===== config.mk =====
export PLATFORM = sky130hd
export DESIGN_NAME = smbus_timeout_and_address_ext
export DESIGN_NICKNAME = d
export VERILOG_FILES = /design/src/rtl/smbus_timeout_and_address_ext.v /design/src/rtl/timeout_detector.v
export VERILOG_INCLUDE_DIRS = /design/src /design/src/rtl
export SDC_FILE = /design/constraint.sdc
export NUM_CORES = 1
export LEC_CHECK = 0
export BUFFER_PORTS_ARGS = -buffer_cell sky130_fd_sc_hd__buf_2
export CAP_MARGIN = 5
export CORE_MARGIN = 1.5
export CORE_UTILIZATION = 35
export DETAILED_ROUTE_END_ITERATION = 7
export PLACE_DENSITY_LB_ADDON = 0.08
export SLEW_MARGIN = 10
export SYNTH_ARGS = -nofsm -noshare
export SYNTH_HDL_FRONTEND = slang
export SYNTH_SLANG_ARGS = --single-unit

===== constraint.sdc =====
create_clock -name i_clk -period 3 [get_ports i_clk]
set_input_delay 0.45 -clock i_clk [delete_from_list [all_inputs] [get_ports i_clk]]
set_output_delay 0.45 -clock i_clk [all_outputs]
set_load 0.05 [all_outputs]

===== src/rtl/smbus_ext_defs.vh =====
// register map, field positions, reset values and timing for the smbus extension
`ifndef SMBUS_EXT_DEFS_VH
`define SMBUS_EXT_DEFS_VH

`define IDX_SMB_CTRL        4'h8
`define IDX_SEC_ADDR        4'h9
`define IDX_LT_HI           4'hA
`define IDX_LT_LO           4'hB

`define BIT_EARLY_ACK       7
`define BIT_ALERT_EN        6
`define BIT_SEC_ADDR_EN     5
`define BIT_TCK_SEL         4
`define BIT_LOW_TO_FLAG     3
`define BIT_IDLE_FLAG       2
`define BIT_HS_LOW_FLAG     1
`define BIT_HS_LOW_IE       0

`define RST_CTRL            8'h00
`define RST_SEC_ADDR        7'h00
`define RST_LT              16'h0000

`define ALERT_RESP_ADDR     7'h0C
`define TO_PRESCALE         64
`define HIGH_TO_SHIFT       9

`endif


===== src/rtl/smbus_timeout_and_address_ext.v =====
// smbus extension: acknowledge timing, extra address match, bus timeouts, apb registers
//
// Function
// - early ack off: decision applies next byte
// - early ack on: written value acks current byte
// - alert enable matches alert response address
// - second enable matches second address register
// - timeout tick clock/64 or undivided clock
// - scl low timeout sets flag, write-1 clears
// - zero low limit disables low timeout
// - both lines high past limit/512 sets idle
// - scl high sda low past limit/512 flags
// - interrupt from that flag only when enabled
// - second address bits 7:1, bit0 reads 0
// - low limit from high and low bytes
//
// Our own choice: the APB slave port.
`timescale 1ns/100ps
`include "smbus_ext_defs.vh"
module smbus_timeout_and_address_ext #(
   parameter LT_W = 16
) (
   input  wire        i_clk,
   input  wire        i_sys_rst,
   input  wire        i_psel,
   input  wire        i_penable,
   input  wire        i_pwrite,
   input  wire [11:0] i_paddr,
   input  wire [31:0] i_pwdata,
   output reg  [31:0] o_prdata,
   output wire        o_pready,
   output wire        o_pslverr,
   input  wire        i_scl,
   input  wire        i_sda,
   input  wire [6:0]  i_rx_addr,
   input  wire        i_rx_addr_valid,
   input  wire        i_byte_received,
   input  wire        i_ack_slot,
   input  wire        i_ack_value_wr,
   input  wire        i_transmit_acknowledge_value,
   output reg         o_addr_match,
   output reg         o_ack_drive,
   output reg         o_ack_hold,
   output wire        o_scl_high_sda_low_irq
);
   // ****************************************
   // apb slave
   // ****************************************
   reg        early_ack_control_r;
   reg        alert_response_match_en_r;
   reg        second_address_match_en_r;
   reg        timeout_clock_select_r;
   reg        scl_low_timeout_flag_r;
   reg        bus_idle_timeout_flag_r;
   reg        scl_high_sda_low_flag_r;
   reg        scl_high_sda_low_irq_en_r;
   reg [6:0]  smbus_default_address_r;
   reg [7:0]  low_timeout_value_hi_r;
   reg [7:0]  low_timeout_value_lo_r;
   wire [7:0] rst_ctrl = `RST_CTRL;

   wire [9:0] word_idx = i_paddr[11:2];
   wire       idx_hit  = (i_paddr[1:0] == 2'b00) && (word_idx[9:4] == 6'h00);
   wire [3:0] idx      = word_idx[3:0];
   wire       access   = i_psel && i_penable;
   wire       wr       = access && i_pwrite;
   wire       mapped   = idx_hit && ((idx == `IDX_SMB_CTRL) || (idx == `IDX_SEC_ADDR) ||
                                     (idx == `IDX_LT_HI) || (idx == `IDX_LT_LO));
   wire       wr_ctrl  = wr && idx_hit && (idx == `IDX_SMB_CTRL);

   assign o_pready  = 1'b1;
   assign o_pslverr = access && !mapped;

   wire [LT_W-1:0] programmed_low_limit = {low_timeout_value_hi_r, low_timeout_value_lo_r};

   wire [7:0] ctrl_rd = {early_ack_control_r, alert_response_match_en_r, second_address_match_en_r,
                         timeout_clock_select_r, scl_low_timeout_flag_r, bus_idle_timeout_flag_r,
                         scl_high_sda_low_flag_r, scl_high_sda_low_irq_en_r};

   reg [7:0] rd_byte;
   always @* begin
      case (idx)
         `IDX_SMB_CTRL: rd_byte = ctrl_rd;
         `IDX_SEC_ADDR: rd_byte = {smbus_default_address_r, 1'b0};
         `IDX_LT_HI:    rd_byte = low_timeout_value_hi_r;
         `IDX_LT_LO:    rd_byte = low_timeout_value_lo_r;
         default:       rd_byte = 8'h00;
      endcase
   end

   always @(posedge i_clk) begin
      if (i_sys_rst) begin
         o_prdata <= 32'h0000_0000;
      end else if (i_psel && !i_penable && !i_pwrite && idx_hit) begin
         o_prdata <= {24'h00_0000, rd_byte};
      end else if (i_psel && !i_penable) begin
         o_prdata <= 32'h0000_0000;
      end
   end

   always @(posedge i_clk) begin
      if (i_sys_rst) begin
         early_ack_control_r       <= rst_ctrl[`BIT_EARLY_ACK];
         alert_response_match_en_r <= rst_ctrl[`BIT_ALERT_EN];
         second_address_match_en_r <= rst_ctrl[`BIT_SEC_ADDR_EN];
         timeout_clock_select_r    <= rst_ctrl[`BIT_TCK_SEL];
         scl_high_sda_low_irq_en_r <= rst_ctrl[`BIT_HS_LOW_IE];
         smbus_default_address_r   <= `RST_SEC_ADDR;
         {low_timeout_value_hi_r, low_timeout_value_lo_r} <= `RST_LT;
      end else if (wr && idx_hit) begin
         case (idx)
            `IDX_SMB_CTRL: begin
               early_ack_control_r       <= i_pwdata[`BIT_EARLY_ACK];
               alert_response_match_en_r <= i_pwdata[`BIT_ALERT_EN];
               second_address_match_en_r <= i_pwdata[`BIT_SEC_ADDR_EN];
               timeout_clock_select_r    <= i_pwdata[`BIT_TCK_SEL];
               scl_high_sda_low_irq_en_r <= i_pwdata[`BIT_HS_LOW_IE];
            end
            `IDX_SEC_ADDR: smbus_default_address_r <= i_pwdata[7:1];
            `IDX_LT_HI:    low_timeout_value_hi_r  <= i_pwdata[7:0];
            `IDX_LT_LO:    low_timeout_value_lo_r  <= i_pwdata[7:0];
            default: ;
         endcase
      end
   end

   // ****************************************
   // timeout tick
   // ****************************************
   reg [5:0] presc_r;
   wire      presc_wrap = (presc_r == 6'd63);
   wire      tick       = timeout_clock_select_r | presc_wrap;
   always @(posedge i_clk) begin
      if (i_sys_rst) begin
         presc_r <= 6'd0;
      end else begin
         presc_r <= presc_r + 6'd1;
      end
   end

   // ****************************************
   // timeout detectors
   // ****************************************
   wire [LT_W-1:0] high_limit = programmed_low_limit >> `HIGH_TO_SHIFT;
   wire            low_exp;
   wire            idle_exp;
   wire            hs_low_exp;

   timeout_detector #(.W(LT_W)) u_low (
      .i_clk     (i_clk),
      .i_sys_rst (i_sys_rst),
      .i_cond    (!i_scl),
      .i_tick    (tick),
      .i_limit   (programmed_low_limit),
      .o_expired (low_exp)
   );
   timeout_detector #(.W(LT_W)) u_idle (
      .i_clk     (i_clk),
      .i_sys_rst (i_sys_rst),
      .i_cond    (i_scl && i_sda),
      .i_tick    (tick),
      .i_limit   (high_limit),
      .o_expired (idle_exp)
   );
   timeout_detector #(.W(LT_W)) u_hs_low (
      .i_clk     (i_clk),
      .i_sys_rst (i_sys_rst),
      .i_cond    (i_scl && !i_sda),
      .i_tick    (tick),
      .i_limit   (high_limit),
      .o_expired (hs_low_exp)
   );

   reg low_exp_d_r;
   reg hs_low_exp_d_r;
   always @(posedge i_clk) begin
      if (i_sys_rst) begin
         low_exp_d_r             <= 1'b0;
         hs_low_exp_d_r          <= 1'b0;
         scl_low_timeout_flag_r  <= 1'b0;
         bus_idle_timeout_flag_r <= 1'b0;
         scl_high_sda_low_flag_r <= 1'b0;
      end else begin
         low_exp_d_r             <= low_exp;
         hs_low_exp_d_r          <= hs_low_exp;
         bus_idle_timeout_flag_r <= idle_exp;
         // set wins over write-1 clear
         if (low_exp && !low_exp_d_r) begin
            scl_low_timeout_flag_r <= 1'b1;
         end else if (wr_ctrl && i_pwdata[`BIT_LOW_TO_FLAG]) begin
            scl_low_timeout_flag_r <= 1'b0;
         end
         if (hs_low_exp && !hs_low_exp_d_r) begin
            scl_high_sda_low_flag_r <= 1'b1;
         end else if (wr_ctrl && i_pwdata[`BIT_HS_LOW_FLAG]) begin
            scl_high_sda_low_flag_r <= 1'b0;
         end
      end
   end

   assign o_scl_high_sda_low_irq = scl_high_sda_low_flag_r && scl_high_sda_low_irq_en_r;

   // ****************************************
   // address match
   // ****************************************
   always @(posedge i_clk) begin
      if (i_sys_rst) begin
         o_addr_match <= 1'b0;
      end else if (i_rx_addr_valid) begin
         o_addr_match <= (alert_response_match_en_r && (i_rx_addr == `ALERT_RESP_ADDR)) ||
                         (second_address_match_en_r && (i_rx_addr == smbus_default_address_r));
      end else begin
         o_addr_match <= 1'b0;
      end
   end

   // ****************************************
   // acknowledge control
   // ****************************************
   reg pending_ack_r;
   always @(posedge i_clk) begin
      if (i_sys_rst) begin
         pending_ack_r <= 1'b0;
         o_ack_drive   <= 1'b1;
         o_ack_hold    <= 1'b0;
      end else begin
         if (i_ack_value_wr) begin
            pending_ack_r <= i_transmit_acknowledge_value;
         end
         if (early_ack_control_r) begin
            // hold the ack slot until software writes its decision
            if (i_byte_received) begin
               o_ack_hold <= 1'b1;
            end else if (i_ack_value_wr && o_ack_hold) begin
               o_ack_hold  <= 1'b0;
               o_ack_drive <= !i_transmit_acknowledge_value;
            end
         end else begin
            o_ack_hold <= 1'b0;
            if (i_ack_slot) begin
               o_ack_drive <= !pending_ack_r;
            end
         end
      end
   end
endmodule


===== src/rtl/timeout_detector.v =====
// one condition-duration detector for the timeout logic
`timescale 1ns/100ps
module timeout_detector #(
   parameter W = 16
) (
   input  wire         i_clk,
   input  wire         i_sys_rst,
   input  wire         i_cond,
   input  wire         i_tick,
   input  wire [W-1:0] i_limit,
   output reg          o_expired
);
   reg [W-1:0] cnt_r;

   // count ticks while the condition holds; restart when it drops
   always @(posedge i_clk) begin
      if (i_sys_rst || !i_cond || (i_limit == {W{1'b0}})) begin
         cnt_r     <= {W{1'b0}};
         o_expired <= 1'b0;
      end else if (i_tick) begin
         if (cnt_r >= i_limit) begin
            o_expired <= 1'b1;
         end else begin
            cnt_r <= cnt_r + {{(W-1){1'b0}}, 1'b1};
         end
      end
   end
endmodule


==> results.md <==
- Status: completed
- Initial Util: 35.9%
- Die Wd: 125 um
- VDD IR max: 0.000306 V
- Register bit total from synthesis: 102
- CTS Hold Buffers Added: 0
- Cell Int Power: 2080 uW
- Period utilisation layout: 91.4%
- Post-cts sizing count: 0
- Max clock buf depth: 2
- Layout area overhead: 12.8%
- Final Hold Viols: 0
- Top cell type's share of synthesized area: 39.1%
- Cell count after synthesis: 573
- Area of the die: 0.0156 mm^2
- Mapped Avg Cell Area: 9.10 um^2
- I/O Buffers: 51
- GRT overflow: 0
- Clock slew at reported path FFs: 0.08 ns
- Routed Antenna Nets: 0
- Setup repair bufs after CTS: 0
- Critical Path Sink Type: flop
- DRC: 0
- Synth async-reset ratio: 0%
- Sequential share of power: 49.2%
- Setup_tns: 0 ns
- RSZ-0062 raised after global routing: no
- Post-synth EDFFs: 0
- Tightest Pin Transition: 0.680 ns
- P_leak: 0.00228 uW
- Slew Limit Fails: 0
- Endpoints failing setup: 0
- # diodes: 0
- Crit Path Category: reg -> reg
- Num ports: 101
- Post-synth top flop: dfxtp_1
- Post-layout minimum cycle time: 2.74 ns
- Clock share of power: 45.0%
- Die Y: 125 um
- DRT iter0 DRCs: 176
- Seq/Total Area, Yosys: 39.1%
- Slack of the critical path: 0.259 ns
- Pwr Density: 470 mW/mm^2
- Number of global-route vias before repair: 3,915
- Setup Skew: 0.00981 ns
- Max transition margin: 54.7%
- Average wire per standard cell: 14.9 um
- GPL Wtd Cong: 0.780
- Final nets: 718
- Num CTS Buffers: 9
- Critical Path RT: 3.28 ns
- Via-to-Cell Ratio: 5.07
- Num Clock Sinks: 102
- Total number of vias: 4,108
- H-Tree Depth: 3
- HP Class: in -> reg
- Share of cells above drive strength 1: 15.5%
- YS warnings: 0
- DP HPWL: 9000 um
- Setup slack at placement: 0.300 ns
- Switching Share: 24.9%
- Max-cap violation count: 0
- First-pass GRT wire length: 20,200 um
- Worst-path fanout max: 21
- Post-synth top area cell: dfxtp_1
- Core area: 0.0145 mm^2
- Final wirelength: 12,100 um
- Row Count: 44
- TritonCTS clock tree: done
- NetSw: 688 uW
- Initial antenna violation count: 0
- Count leader, synth: dfxtp_1
- Post-synthesis cell area: 0.00522 mm^2
- Fmax: 0.365 GHz
- Drt first pass iters: 4
- Largest net degree at the start of global routing: 45
- Synth cell count leaders: 102 x dfxtp_1, 68 x nor2_1, 48 x a21oi_1
- Combinational share of power: 5.8%
- Top cells by area, synth: dfxtp_1 39%, ha_1 8.2%, nor2_1 4.9%, a21oi_1 4.6%, mux2i_1 4.6%
- Gr usage total: 16.1%
- Post-synth cell types: 57
- Critical path arrival: 3.02 ns
- Clock Latency Late Sink: 0.36 ns
- Startpoint types: flop
- Root Buffer Master: clkbuf_16
[cell type report]
cell class,instances,area (um^2)
Clock inverter,6,75.1
Sequential cell,102,2040
Inverter,26,97.6
Multi-Input combinational cell,423,2890
Fill cell,1499,8650
Clock buffer,10,239
Tap cell,184,230
Timing Repair Buffer,59,315
[placed cells by master (no fill, tap or decap), types with 15 or more instances in the layout]
cell,n
a21oi_1,48
and3_1,15
buf_2,51
conb_1,25
dfxtp_1,102
ha_1,34
inv_1,26
mux2i_1,24
nand2_1,18
nand3_1,20
nor2_1,68
o21ai_0,22
or3_1,18
[power by group through the flow]
stage / logic [uW] / registers, uW / clock network (uW)
floorplan: 137 / 1390 / 0
global placement: 159 / 1390 / 0
detailed placement: 161 / 1390 / 0
CTS: 161 / 1360 / 1280
global route: 171 / 1360 / 1330
finish: 160 / 1360 / 1250
[routing by layer]
layer | track usage, % | up-vias | share of wire (%)
li1 | - | 2101 | -
met1 | 21.3 | 1918 | 49
met4 | 6.42 | 0 | 1.7
met3 | 2.61 | 12 | 3.4
met2 | 26.1 | 77 | 46
met5 | 0 | - | 0
[sequential cells by signal, summed over array words and instances (netlist names), 6 cells and up]
signal	flops
u_low.cnt_r	16
low_timeout_value_hi_r	8
smbus_default_address_r	7
presc_r	6
low_timeout_value_lo_r	8
o_prdata	8
u_hs_low.cnt_r	16
u_idle.cnt_r	16
[critical path, cell delays in order (launching register included)]
cell and delay, ns:
dfxtp_1 0.40, inv_1 0.07, ha_1 0.30, nor2b_4 0.13, o211a_4 0.23, o311ai_4 0.37
nand4_2 0.46, or4_1 0.54, a21oi_1 0.16
[per-stage QoR]
| stage | util (%) | hold WS, ns | cell area, um^2 | instances | total power, uW |
|---|---|---|---|---|---|
| global route | 40.5 | 0.363 | 5890 | 810 | 2860 |
| global placement | 38.3 | 0.430 | 5570 | 794 | 1550 |
| finish | 40.5 | 0.354 | 5890 | 810 | 2770 |
| floorplan | - | 0.418 | 5300 | 596 | 1530 |
| detailed placement | 38.3 | 0.443 | 5570 | 794 | 1550 |
| CTS | 40.5 | 0.342 | 5890 | 810 | 2800 |
[cells by family (layout without fill, tap and decap cells)]
family | after synthesis | count (layout) | share of synthesized area (%)
and+or+nand+nor | 215 | 215 | 22.8
AOI/OAI and AO/OA | 104 | 104 | 12.6
DFF | 102 | 102 | 39.1
buffers and inverters | 71 | 101 | 7.17
adders and majority gates | 34 | 34 | 8.16
muxes | 31 | 31 | 7.63
xor gates and xnor gates | 14 | 14 | 2.35
other | 2 | 25 | 0.144
[worst paths after layout]
kind	from	end	slack, ns	cells after the start
max	low_timeout_value_lo_r[1]$_SDFFE_PP0P_	u_low.cnt_r[9]$_SDFFE_PP0P_	0.26	8
max reg2reg	low_timeout_value_lo_r[1]$_SDFFE_PP0P_	u_low.cnt_r[9]$_SDFFE_PP0P_	0.26	8
min reg2reg	presc_r[0]$_SDFF_PP0_	presc_r[0]$_SDFF_PP0_	0.45	1
min	i_rx_addr_valid	o_addr_match$_SDFF_PP0_	0.35	2
No activity file was read; power rests on OpenSTA's default activity.
